<file path="config.mk">
export PLATFORM = sky130hd
export DESIGN_NAME = sif_input_logic
export DESIGN_NICKNAME = d
export VERILOG_FILES = /design/src/include/sif_pkg.sv /design/src/rtl/sif_input_logic.sv
export VERILOG_INCLUDE_DIRS = /design/src /design/src/include
export SDC_FILE = /design/constraint.sdc
export NUM_CORES = 1
export LEC_CHECK = 0
export ABC_AREA = 1
export BUFFER_PORTS_ARGS = -buffer_cell sky130_fd_sc_hd__clkbuf_2
export CORE_MARGIN = 5
export CORE_UTILIZATION = 44
export CTS_CLUSTER_DIAMETER = 40
export DETAILED_ROUTE_END_ITERATION = 6
export HOLD_SLACK_MARGIN = 0.03
export PLACE_DENSITY = 0.68
export SYNTH_ARGS = -nofsm -noshare
export SYNTH_HDL_FRONTEND = slang
export SYNTH_SLANG_ARGS = --single-unit
</file>
<file path="constraint.sdc">
create_clock -name sys_clk_in -period 2.1 [get_ports sys_clk_in]
set_input_delay 0.42 -clock sys_clk_in [delete_from_list [all_inputs] [get_ports sys_clk_in]]
set_output_delay 0.42 -clock sys_clk_in [all_outputs]
set_load 0.005 [all_outputs]
</file>
<file path="src/include/sif_consts.svh">
// Constants for the stepper discrete-input function logic.
`ifndef SIF_CONSTS_SVH
`define SIF_CONSTS_SVH
`define SIF_NUM_IN 2
`define SIF_CLK_HZ 25000000
`define SIF_FLASH_HALF_MS 250
`define SIF_FLASH_HALF_CYC (`SIF_CLK_HZ / 1000 * `SIF_FLASH_HALF_MS)
`define SIF_DEFAULT_ADDR 7'h61
`define SIF_POS_W 32
`define SIF_ADDR_W 7
`endif

</file>
<file path="src/include/sif_pkg.sv">
// Types for the stepper discrete-input function logic.
package sif_pkg;
    typedef enum logic [2:0] {
        SIF_FN_GP = 3'h0,
        SIF_FN_START_IDX = 3'h1,
        SIF_FN_ESTOP = 3'h2,
        SIF_FN_STOP_JOG = 3'h3,
        SIF_FN_HOME = 3'h4,
        SIF_FN_CW_LIMIT = 3'h5,
        SIF_FN_CCW_LIMIT = 3'h6
    } sif_func_t;
    typedef enum logic [2:0] {
        SIF_IND_NORMAL = 3'h0,
        SIF_IND_NOCOMM = 3'h1,
        SIF_IND_NOCFG = 3'h2,
        SIF_IND_PARAM = 3'h3,
        SIF_IND_NEWADDR = 3'h4,
        SIF_IND_ADDRFAIL = 3'h5,
        SIF_IND_FATAL = 3'h6
    } sif_ind_t;
endpackage

</file>
<file path="src/rtl/sif_input_logic.sv">
// Discrete-input function decoding and status indicator encoding.
`timescale 1ns/1ns
`default_nettype none
`include "sif_consts.svh"

module sif_input_logic
    import sif_pkg::*;
#(
    parameter int unsigned FLASH_HALF_CYC = `SIF_FLASH_HALF_CYC
) (
    input wire logic sys_clk_in,
    input wire logic arst_n_in,
    input wire logic clk_en_in,
    input wire logic [`SIF_NUM_IN-1:0] din_in,
    input wire logic [`SIF_NUM_IN-1:0] cfg_active_high_in,
    input wire logic [2:0] cfg_func0_in,
    input wire logic [2:0] cfg_func1_in,
    input wire logic encoder_present_in,
    input wire logic [`SIF_POS_W-1:0] enc_pos_in,
    input wire logic move_pending_in,
    input wire logic move_active_in,
    input wire logic move_is_jog_reg_in,
    input wire logic drv_enable_req_in,
    input wire logic data_exchange_in,
    input wire logic cfg_received_in,
    input wire logic comm_timeout_in,
    input wire logic param_error_in,
    input wire logic new_addr_in,
    input wire logic addr_read_fail_in,
    input wire logic fatal_error_in,
    input wire logic [`SIF_ADDR_W-1:0] stored_addr_in,
    output logic start_move_out,
    output logic hard_stop_out,
    output logic move_inhibit_out,
    output logic soft_stop_out,
    output logic driver_enable_out,
    output logic enc_latch_out,
    output logic [`SIF_POS_W-1:0] latched_pos_out,
    output logic [`SIF_NUM_IN-1:0] gp_state_out,
    output logic [`SIF_ADDR_W-1:0] station_addr_out,
    output logic network_state_indicator_out,
    output logic module_state_indicator_out
);
    logic [`SIF_NUM_IN-1:0] lvl_v;
    logic [`SIF_NUM_IN-1:0] rise_v;
    logic [`SIF_NUM_IN-1:0] fall_v;
    logic [`SIF_NUM_IN-1:0] is_start;
    logic [`SIF_NUM_IN-1:0] is_estop;
    logic [`SIF_NUM_IN-1:0] is_stopjog;
    logic [`SIF_NUM_IN-1:0] is_gp;

    // Sync flops reset low; hold levels inactive until real samples arrive.
    logic [1:0] warm;
    always_ff @(posedge sys_clk_in or negedge arst_n_in) begin
        if (!arst_n_in) begin
            warm <= 2'h0;
        end else if (clk_en_in) begin
            warm <= {warm[0], 1'b1};
        end
    end

    genvar gi;
    for (gi = 0; gi < `SIF_NUM_IN; gi++) begin : g_in
        logic s1;
        logic s2;
        logic lv;
        logic lvd;
        sif_func_t fn;
        assign fn = sif_func_t'((gi == 0) ? cfg_func0_in : cfg_func1_in);
        // The first stage is read only by the second; pins are asynchronous.
        always_ff @(posedge sys_clk_in or negedge arst_n_in) begin
            if (!arst_n_in) begin
                s1 <= 1'b0;
                s2 <= 1'b0;
                lv <= 1'b0;
                lvd <= 1'b0;
            end else if (clk_en_in) begin
                s1 <= din_in[gi];
                s2 <= s1;
                lv <= warm[1] & (s2 ~^ cfg_active_high_in[gi]);
                lvd <= lv;
            end
        end
        assign lvl_v[gi] = lv;
        assign rise_v[gi] = lv & ~lvd;
        assign fall_v[gi] = ~lv & lvd;
        assign is_start[gi] = (fn == SIF_FN_START_IDX);
        assign is_estop[gi] = (fn == SIF_FN_ESTOP);
        assign is_stopjog[gi] = (fn == SIF_FN_STOP_JOG);
        assign is_gp[gi] = (fn == SIF_FN_GP);
    end

    logic start_ev;
    logic start_any_edge;
    logic estop_lvl;
    logic stop_ev;
    logic jog_run;
    logic latch_ev;

    assign start_ev = |(rise_v & is_start);
    assign start_any_edge = |((rise_v | fall_v) & is_start);
    assign estop_lvl = |(lvl_v & is_estop);
    assign stop_ev = |(rise_v & is_stopjog);
    assign jog_run = move_active_in & move_is_jog_reg_in;
    // A stop edge outside a jog or registration move latches nothing.
    assign latch_ev = encoder_present_in
        & (start_any_edge | (stop_ev & jog_run));

    // Motion commands.
    always_ff @(posedge sys_clk_in or negedge arst_n_in) begin
        if (!arst_n_in) begin
            start_move_out <= 1'b0;
            hard_stop_out <= 1'b0;
            move_inhibit_out <= 1'b0;
            soft_stop_out <= 1'b0;
            driver_enable_out <= 1'b0;
        end else if (clk_en_in) begin
            start_move_out <= start_ev & move_pending_in
                & ~estop_lvl;
            hard_stop_out <= estop_lvl;
            move_inhibit_out <= estop_lvl;
            soft_stop_out <= stop_ev & jog_run;
            // Halting must not drop holding torque, so the enable ignores it.
            driver_enable_out <= drv_enable_req_in;
        end
    end

    // Encoder capture.
    always_ff @(posedge sys_clk_in or negedge arst_n_in) begin
        if (!arst_n_in) begin
            enc_latch_out <= 1'b0;
            latched_pos_out <= 32'h0000_0000;
        end else if (clk_en_in) begin
            enc_latch_out <= latch_ev;
            if (latch_ev) begin
                latched_pos_out <= enc_pos_in;
            end
        end
    end

    // General-purpose reporting; other functions read as zero here.
    always_ff @(posedge sys_clk_in or negedge arst_n_in) begin
        if (!arst_n_in) begin
            gp_state_out <= 2'h0;
        end else if (clk_en_in) begin
            gp_state_out <= lvl_v & is_gp;
        end
    end

    // Sticky conditions; only a power cycle (reset) clears them.
    logic fatal;
    logic addr_fail;
    always_ff @(posedge sys_clk_in or negedge arst_n_in) begin
        if (!arst_n_in) begin
            fatal <= 1'b0;
            addr_fail <= 1'b0;
            station_addr_out <= 7'h00;
        end else if (clk_en_in) begin
            fatal <= fatal | fatal_error_in;
            addr_fail <= addr_fail | addr_read_fail_in;
            station_addr_out <= (addr_fail | addr_read_fail_in)
                ? `SIF_DEFAULT_ADDR : stored_addr_in;
        end
    end

    // Flash timebase.
    logic [31:0] flash_cnt;
    logic flash;
    always_ff @(posedge sys_clk_in or negedge arst_n_in) begin
        if (!arst_n_in) begin
            flash_cnt <= 32'h0000_0000;
            flash <= 1'b0;
        end else if (clk_en_in) begin
            if (flash_cnt >= FLASH_HALF_CYC - 1) begin
                flash_cnt <= 32'h0000_0000;
                flash <= ~flash;
            end else begin
                flash_cnt <= flash_cnt + 32'h0000_0001;
            end
        end
    end

    // Indicator state, highest priority first.
    sif_ind_t ind_st;
    sif_ind_t next_ind_st;
    always_comb begin
        if (fatal | fatal_error_in) begin
            next_ind_st = SIF_IND_FATAL;
        end else if (addr_fail | addr_read_fail_in) begin
            next_ind_st = SIF_IND_ADDRFAIL;
        end else if (new_addr_in) begin
            next_ind_st = SIF_IND_NEWADDR;
        end else if (param_error_in) begin
            next_ind_st = SIF_IND_PARAM;
        end else if (!cfg_received_in) begin
            next_ind_st = SIF_IND_NOCFG;
        end else if (data_exchange_in & ~comm_timeout_in) begin
            next_ind_st = SIF_IND_NORMAL;
        end else begin
            next_ind_st = SIF_IND_NOCOMM;
        end
    end

    always_ff @(posedge sys_clk_in or negedge arst_n_in) begin
        if (!arst_n_in) begin
            ind_st <= SIF_IND_NOCFG;
        end else if (clk_en_in) begin
            ind_st <= next_ind_st;
        end
    end

    // Reset drives both indicators off, matching the unpowered look.
    always_ff @(posedge sys_clk_in or negedge arst_n_in) begin
        if (!arst_n_in) begin
            network_state_indicator_out <= 1'b0;
            module_state_indicator_out <= 1'b0;
        end else if (clk_en_in) begin
            unique case (ind_st)
                SIF_IND_NORMAL: begin
                    network_state_indicator_out <= 1'b0;
                    module_state_indicator_out <= 1'b1;
                end
                SIF_IND_NOCOMM: begin
                    network_state_indicator_out <= 1'b1;
                    module_state_indicator_out <= 1'b0;
                end
                SIF_IND_NOCFG: begin
                    network_state_indicator_out <= 1'b1;
                    module_state_indicator_out <= 1'b1;
                end
                SIF_IND_PARAM: begin
                    network_state_indicator_out <= 1'b1;
                    module_state_indicator_out <= flash;
                end
                SIF_IND_NEWADDR: begin
                    network_state_indicator_out <= flash;
                    module_state_indicator_out <= 1'b1;
                end
                SIF_IND_ADDRFAIL: begin
                    network_state_indicator_out <= flash;
                    module_state_indicator_out <= flash;
                end
                SIF_IND_FATAL: begin
                    network_state_indicator_out <= flash;
                    module_state_indicator_out <= ~flash;
                end
                default: begin
                    network_state_indicator_out <= 1'b1;
                    module_state_indicator_out <= 1'b1;
                end
            endcase
        end
    end

    // Checks.
    start_gate_a: assert property (
        @(posedge sys_clk_in) disable iff (!arst_n_in)
        $rose(start_move_out) |->
            $past(move_pending_in) && !$past(estop_lvl))
        else $error("Move started without pending move or during halt.");
    estop_halt_a: assert property (
        @(posedge sys_clk_in) disable iff (!arst_n_in)
        clk_en_in && estop_lvl |=> hard_stop_out && move_inhibit_out)
        else $error("Emergency halt not applied in one cycle.");
    drv_keep_a: assert property (
        @(posedge sys_clk_in) disable iff (!arst_n_in)
        clk_en_in && drv_enable_req_in && estop_lvl |=> driver_enable_out)
        else $error("Driver disabled by emergency halt.");
    no_start_halt_a: assert property (
        @(posedge sys_clk_in) disable iff (!arst_n_in)
        move_inhibit_out |-> !start_move_out)
        else $error("Start issued while halted.");
    soft_stop_a: assert property (
        @(posedge sys_clk_in) disable iff (!arst_n_in)
        clk_en_in && stop_ev |=> soft_stop_out == $past(jog_run))
        else $error("Controlled stop wrong for move type.");
    latch_val_a: assert property (
        @(posedge sys_clk_in) disable iff (!arst_n_in)
        clk_en_in && latch_ev |=>
            enc_latch_out && latched_pos_out == $past(enc_pos_in))
        else $error("Encoder position not captured.");
    latch_jog_a: assert property (
        @(posedge sys_clk_in) disable iff (!arst_n_in)
        clk_en_in && !start_any_edge && !jog_run |=> !enc_latch_out)
        else $error("Capture outside jog or registration move.");
    gp_report_a: assert property (
        @(posedge sys_clk_in) disable iff (!arst_n_in)
        clk_en_in && (is_gp != 2'h0) |=>
            (gp_state_out & $past(is_gp)) == ($past(lvl_v) & $past(is_gp)))
        else $error("General-purpose state not reported.");
    ind_normal_a: assert property (
        @(posedge sys_clk_in) disable iff (!arst_n_in)
        clk_en_in && ind_st == SIF_IND_NORMAL |=>
            !network_state_indicator_out && module_state_indicator_out)
        else $error("Normal indicator pattern wrong.");
    addr_def_a: assert property (
        @(posedge sys_clk_in) disable iff (!arst_n_in)
        clk_en_in && addr_fail |=> station_addr_out == 7'h61)
        else $error("Default station address not used.");
    fatal_alt_a: assert property (
        @(posedge sys_clk_in) disable iff (!arst_n_in)
        clk_en_in && ind_st == SIF_IND_FATAL |=>
            network_state_indicator_out != module_state_indicator_out)
        else $error("Fatal pattern not alternating.");
    fatal_hold_a: assert property (
        @(posedge sys_clk_in) disable iff (!arst_n_in)
        fatal |=> fatal)
        else $error("Fatal condition cleared without reset.");

    start_c: cover property (@(posedge sys_clk_in) $rose(start_move_out));
    stop_c: cover property (@(posedge sys_clk_in) $rose(soft_stop_out));
    halt_c: cover property (@(posedge sys_clk_in) $rose(hard_stop_out));
    latch_c: cover property (@(posedge sys_clk_in) $rose(enc_latch_out));
endmodule
`default_nettype wire

</file>
==> results.yml, run 1 <==
logic_synthesis:
  ys_warn_count: 0
  synth-seq-cells: 96
  synth_cell_types: 35
  syn_area_per_cell_um2: 8.43
  synth_nets: 584
  synth.area.top_cells: "dfrtp_1 (55%), nand2_1 (13%), nand3_1 (6.2%), nor2_1 (6.2%), inv_1 (3.6%)"
  yosys.area.top_type: "dfrtp_1"
  synth_top_area_frac: 0.545
  synth_area_mm2: 0.00436
  synth_cells: 517
  ys_seq_area_frac: 0.551
die:
  die_y_um: 110
  die-area_mm2: 0.0120
  fp-row-count: 36
  coreArea_mm2: 0.00973
  io_pins: 113
  start_util: 0.448
  die_w_um: 110
routing:
  num_vias: 3705
  remaining_drc_errors: 0
  dr.pass1.iters: 4
  ant_nets: 0
  wl_per_cell_um: 12.8
  via_per_inst: 4.81
  wl_um: 9840
  drtIter0Drc: 220
global_route:
  use_met3: 0.0288
  antenna_found_initial: 0
  grt_use_met2: 0.276
  grt_pass1_vias: 3635
  grt_max_degree: 45
  overflow: 0
  grt_usage: 0.173
  grt_first_pass_wirelength_um: 16400
  grt_busiest_layer: "met2"
  grtUsageMet1: 0.235
timing:
  fin_skew_ns: 0.0122
  fin_crit_sh: 0.802
  slew_headroom: 0.581
  worst_slew_pin_slew_ns: 0.626
  slew_violations: 0
  timing.setup.tns_ns: 0
  hold_viol: 0
  fmax_ghz: 0.593
  min_period_ns: 1.68
  setup_viol: 0
  rsz0062_at_grt: "no"
clocking:
  clock_path_buffers: 2
  clock_latency_ns: 0.36
  cts_resized: 0
  cts-htree-levels: 3
  tritoncts: "done"
  postCtsSetupBuffers: 0
  cts.sinks: 96
  numCtsBuffers: 9
  cts_hold_buf: 0
  cts.clk_slew.worst_paths_ns: 0.10
  root_buffer: "clkbuf_8"
cells_and_area:
  num_antenna_cells: 0
  syn2layout_area_growth_pct: 22.0
  drive_gt1_frac: 0.246
  finalNetCount: 699
  final_util: 0.547
setup_path:
  cp_data_required_time_ns: 2.39
  r2r-start: "g_in[0].lv$_DFFE_PN0P_"
  crit_arrival_ns: 1.98
  end_kind: "register"
  worst_setup_path_start_kind: "register"
  critPathMaxFanout: 32
  r2r-end: "latched_pos_out[16]$_DFFE_PN0P_"
  critPathKind: "reg2reg"
  ff2ff_setup_slack_ns: 0.42
  r2r_cells: 9
power_and_ir_drop:
  p_per_area_mw_per_mm2: 924
  leakage_nw: 2.80
  peakVddDrop_mv: 0.452
placed_design:
  gp_congestion: 0.859
  dp_hpwl_um: 7330
  io_buffers: 112
job:
  drv_cap: 0
worst_hold_path:
  hold_path_class: "in2async"
outcome:
  status: "finished clean"
[layout by cell type, fill, tap and decap left out, types with 2 or more instances in the layout]
cell | synthesis | routed
nand2_1 | 155 | 155
dfrtp_1 | 95 | 95
nor2_1 | 72 | 72
a31oi_1 | 2 | 2
xnor2_1 | 3 | 3
nand4_1 | 5 | 5
o22ai_1 | 2 | 2
nor3_1 | 4 | 4
o21ai_0 | 17 | 17
buf_12 | 0 | 2
ha_1 | 3 | 3
a21oi_1 | 7 | 7
nor2_2 | 5 | 5
inv_1 | 42 | 42
clkbuf_8 | 0 | 9
or2_2 | 2 | 2
bufinv_16 | 0 | 3
clkbuf_2 | 0 | 111
nand3_1 | 54 | 54
clkinv_2 | 0 | 2
nor2_4 | 2 | 2
xor2_1 | 13 | 13
nand2_2 | 3 | 3
buf_4 | 1 | 10
[kinds of logic after synthesis]
logic type | count (synthesis) | synth area share
adders and majority gates | 3 | 0.00861
xor gates and xnor gates | 16 | 0.0321
DFF | 96 | 0.551
and+or+nand+nor | 306 | 0.299
buffers and inverters | 62 | 0.0643
AOI/OAI and AO/OA | 34 | 0.0445
[cell usage after synthesis, drive strengths merged]
cell / count
nand4: 5
clkbuf: 6
o211ai: 1
nor2: 79
o21bai: 1
dfstp: 1
xor2: 13
o311ai: 1
a41oi: 1
buf: 13
inv: 43
ha: 3
or2: 2
o22ai: 2
o21ai: 17
a31oi: 2
a21oi: 8
nor3: 5
nand2: 158
dfrtp: 95
xnor2: 3
nand3b: 2
o31ai: 1
nand3: 55
[layer usage]
| metal | share of wire | vias up |
|---|---|---|
| met5 | 0 | - |
| met3 | 0.032 | 14 |
| met4 | 0.020 | 0 |
| li1 | - | 1848 |
| met1 | 0.45 | 1770 |
| met2 | 0.50 | 73 |
[area by class of cell]
| type | instances | area [um2] |
|---|---|---|
| Fill cell | 936 | 4410 |
| Sequential cell | 96 | 2400 |
| Multi-Input combinational cell | 359 | 1680 |
| Timing Repair Buffer | 123 | 671 |
| Tap cell | 133 | 166 |
| Inverter | 43 | 161 |
| Clock buffer | 9 | 124 |
| Clock inverter | 7 | 118 |
[state kept, by name, indices dropped and copies added, names as in the netlist, 2 cells and up]
| name | cells |
|---|---|
| ind_st | 3 |
| g_in.lv | 2 |
| g_in.s2 | 2 |
| g_in.s1 | 2 |
| flash_cnt | 32 |
| station_addr_out | 7 |
| warm | 2 |
| latched_pos_out | 32 |
| g_in.lvd | 2 |
| gp_state_out | 2 |
[worst max-delay path, stage by stage, from the launching register on]
cell and delay (ns):
dfrtp_1 0.43, ha_1 0.24, nand4_1 0.09, o21ai_0 0.09
nand3_1 0.12, nand2_2 0.09, nand2_2 0.06, buf_4 0.32
nand2_1 0.09, nand2_1 0.08
[where the power goes]
group	switching, mW	leakage, nW	internal (mW)
registers	0.243	1.23	2.22
clock network	0.657	0.124	0.793
logic	0.543	1.45	0.456
total	1.44	2.80	3.47
[worst max path at each step]
stage                             from  slack, ns                              end
6_report        g_in[0].lv$_DFFE_PN0P_       0.42  latched_pos_out[16]$_DFFE_PN0P_
5_1_grt        g_in[0].lvd$_DFFE_PN0P_       0.25  latched_pos_out[19]$_DFFE_PN0P_
4_1_cts         g_in[0].lv$_DFFE_PN0P_       0.42  latched_pos_out[16]$_DFFE_PN0P_
3_5_place_dp    g_in[0].lv$_DFFE_PN0P_       0.45  latched_pos_out[28]$_DFFE_PN0P_
3_3_place_gp           cfg_func0_in[1]       0.48   latched_pos_out[8]$_DFFE_PN0P_
2_1_floorplan   g_in[0].lv$_DFFE_PN0P_       0.68  latched_pos_out[10]$_DFFE_PN0P_
[through the flow]
step | setup WS [ns] | hold WS, ns | instance area (um2) | std cells | total power [mW]
after floorplan | 0.682 | 0.124 | 4360 | 517 | 2.95
after global placement | 0.481 | 0.453 | 5080 | 754 | 3.48
after global routing | 0.255 | 0.0824 | 5320 | 770 | 5.24
final | 0.415 | 0.0582 | 5320 | 770 | 4.92
after CTS | 0.416 | 0.0687 | 5320 | 770 | 4.98
after detailed placement | 0.453 | 0.457 | 5080 | 754 | 3.52
Power figures use the tool's default switching activity.
==> inputs of run 2 (changes only) <==
Settings changed: ABC_AREA 1 to 0, PLACE_DENSITY 0.68 to 0.71.
Clock period 2.1 ns to 1.4 ns, I/O delays scaled along.
==> run 2 against run 1 <==
Effect of this change:
- the flow now finishes with violations (setup timing)
- register-to-register slack worse by 0.89 ns
- count of clock-buffer cells in the layout did not move
- sequential share of layout area shrank 9.9 points
- critical endpoint is now flash_cnt[25]$_DFFE_PN0P_
- largest power group unchanged
- highest routed layer unchanged
==> results.yml, run 2 <==
global_route:
  grt_first_pass_wirelength_um: 21100
  grt_usage: 0.209
  overflow: 0
  antenna_found_initial: 0
  grt_pass1_vias: 4156
  grt_max_degree: 52
die:
  die-area_mm2: 0.0122
  fp-row-count: 36
  die_w_um: 111
  die_y_um: 111
  io_pins: 113
  start_util: 0.453
  coreArea_mm2: 0.00982
placed_design:
  dp_hpwl_um: 8340
  gp_congestion: 0.862
  io_buffers: 112
  place_inst: 692
logic_synthesis:
  synth_top_area_frac: 0.534
  synth.area.top_cells: "dfrtp_1 (53%), mux2_2 (9.9%), a22oi_1 (2.4%), nand2_1 (2.3%), a21oi_1 (2.2%)"
  muxShareOfSynthArea: 0.0987
  synth_simple_gate_area_frac: 0.153
  synth_cell_types: 57
  synth_cells: 394
  ys_warn_count: 0
  syn_area_per_cell_um2: 11.3
  synth_nets: 461
  async_flop_share: 1.00
  synth_compound_area_frac: 0.145
  synth-seq-cells: 96
  synth_xor_area_frac: 0.0197
  synth_top_family_by_area: "simple AND/OR/NAND/NOR gates"
  synth_area_mm2: 0.00445
  synth_most_common_cell: "dfrtp_1"
  yosys.area.top_type: "dfrtp_1"
  synth_edf_count: 0
  synthAdderAreaFrac: 0.0107
  synth-main-ff-cell: "dfrtp_1"
  ys_seq_area_frac: 0.540
  synth_common_cells: "dfrtp_1 (95), mux2_2 (39), nand2_1 (27), a21oi_1 (20), nor2_1 (15)"
setup_path:
  cp-startpoint: "flash_cnt[17]$_DFFE_PN0P_"
  worst_setup_path_start_kind: "register"
  cp_data_required_time_ns: 1.69
  cp_cell_sequence: "nand4_4 > buf_4 > or4_1 > or4_4 > a22oi_2"
  critPathKind: "reg2reg"
  end_kind: "register"
  cp_slowest_stage_delay_ns: 0.51
  r2r-start: "flash_cnt[17]$_DFFE_PN0P_"
  r2r-end: "flash_cnt[25]$_DFFE_PN0P_"
  r2r_cells: 5
  ff2ff_setup_slack_ns: -0.47
  slowest_stage: "or4_4"
  critPathMaxFanout: 5
  crit_arrival_ns: 2.17
  crit_end: "flash_cnt[25]$_DFFE_PN0P_"
worst_hold_path:
  hold_path_class: "in2reg"
cells_and_area:
  regArea_mm2: 0.00241
  reg.largest.list: "flash_cnt x32, latched_pos_out x32, station_addr_out x7"
  drive_gt1_frac: 0.588
  final_common_cell: "clkbuf_2"
  nFillCells: 679
  final_cells: 742
  finalNetCount: 671
  final_cell_mix: "clkbuf_2 (111), dfrtp_1 (90), buf_4 (88)"
  syn2layout_area_growth_pct: 53.4
  multi_input_area_mm2: 0.00240
  num_antenna_cells: 0
routing:
  dr.pass1.iters: 5
  num_vias: 4137
  drtIter0Drc: 319
  wl_um: 13400
  via_per_inst: 5.58
  ant_nets: 0
  remaining_drc_errors: 0
  wl_per_cell_um: 18.0
clocking:
  cts-htree-levels: 3
  clock_latency_ns: 0.38
  root_buffer: "clkbuf_8"
  clock_path_buffers: 2
  cts.clk_slew.worst_paths_ns: 0.10
  tritoncts: "done"
  numCtsBuffers: 9
  cts.sinks: 96
timing:
  slew_violations: 0
  setup_viol: 66
  hold_viol: 0
  slew_headroom: 0.539
  timing.final.ws_setup_ns: -0.475
  worst_slew_pin_slew_ns: 0.692
  fin_crit_sh: 1.34
  fin_skew_ns: 0.0115
  min_period_ns: 1.87
  rsz0062_at_grt: "yes"
  fmax_ghz: 0.533
outcome:
  violations: "setup timing"
  status: "complete, but fails checks"
power_and_ir_drop:
  leakage_nw: 3.13
  peakVddDrop_mv: 0.653
  finalPower_mw: 8.32
  p_per_area_mw_per_mm2: 1220
job:
  drv_cap: 0
[run 2: worst min path at each step]
stage	start	endpoint	slack [ns]	depth (start not counted)
after floorplan	arst_n_in	addr_fail$_DFFE_PN0P_	-0.02	0
after global placement	arst_n_in	fatal$_DFFE_PN0P_	0.19	1
after detailed placement	arst_n_in	fatal$_DFFE_PN0P_	0.19	1
after CTS	stored_addr_in[3]	station_addr_out[3]$_DFFE_PN0P_	0.1	3
after global routing	stored_addr_in[2]	station_addr_out[2]$_DFFE_PN0P_	0.11	3
final	stored_addr_in[3]	station_addr_out[3]$_DFFE_PN0P_	0.10	3
[run 2: final cells by class]
| type | count | area share |
|---|---|---|
| well taps | 133 | 0.0244 |
| repair buffers | 224 | 0.238 |
| inverters | 10 | 0.00550 |
| clock buffers | 9 | 0.0181 |
| clock inverters | 7 | 0.00898 |
| multi-input cells | 263 | 0.352 |
| flip-flops and latches | 96 | 0.353 |
[run 2: layer usage]
layer | vias up | global-route usage | share of wire
li1 | 1901 | - | -
met1 | 2059 | 0.264 | 0.41
met2 | 152 | 0.354 | 0.51
met3 | 25 | 0.0372 | 0.055
met4 | 0 | 0.0878 | 0.021
met5 | - | 0 | 0
[run 2: cells by family after synthesis]
| logic type | Yosys count |
|---|---|
| simple gates | 119 |
| flops | 96 |
| compound gates | 91 |
| mux | 39 |
| buf+inv | 35 |
| xor+xnor | 10 |
| fa+ha+maj | 4 |
[run 2: stage by stage]
step / instance area [um2] / TNS (ns) / setup slack [ns] / hold WS [ns] / util
5_1_grt: 6830 / -33.14 / -0.558 / 0.108 / 0.695
4_1_cts: 6570 / -26.22 / -0.469 / 0.0990 / 0.669
6_report: 6830 / -27.70 / -0.475 / 0.105 / 0.695
3_5_place_dp: 5900 / -33.77 / -0.544 / 0.192 / 0.601
2_1_floorplan: 4730 / -22.26 / -0.413 / -0.0156 / -
3_3_place_gp: 5900 / -27.68 / -0.433 / 0.193 / 0.601
[run 2: what timing repair did]
item	in CTS	in global routing
endpoints found under the hold margin	18	0
setup endpoints to repair	66	68
setup buffers	19	9
hold buffers	1	0
gates cloned	6	1
gates resized for setup	45	43
pin swaps	15	18
[run 2: worst max-delay path, delay by kind of cell (launching register included)]
kind	cells	cell delay, ns
simple gates	3	1.09
flops	1	0.41
compound gates	1	0.13
buf+inv	1	0.17
[run 2: power by group]
part / leakage [nW] / internal [mW] / switching, mW
Sequential: 1.19 / 3.40 / 0.428
Clock: 0.0940 / 0.684 / 1.08
Combinational: 1.85 / 1.64 / 1.09
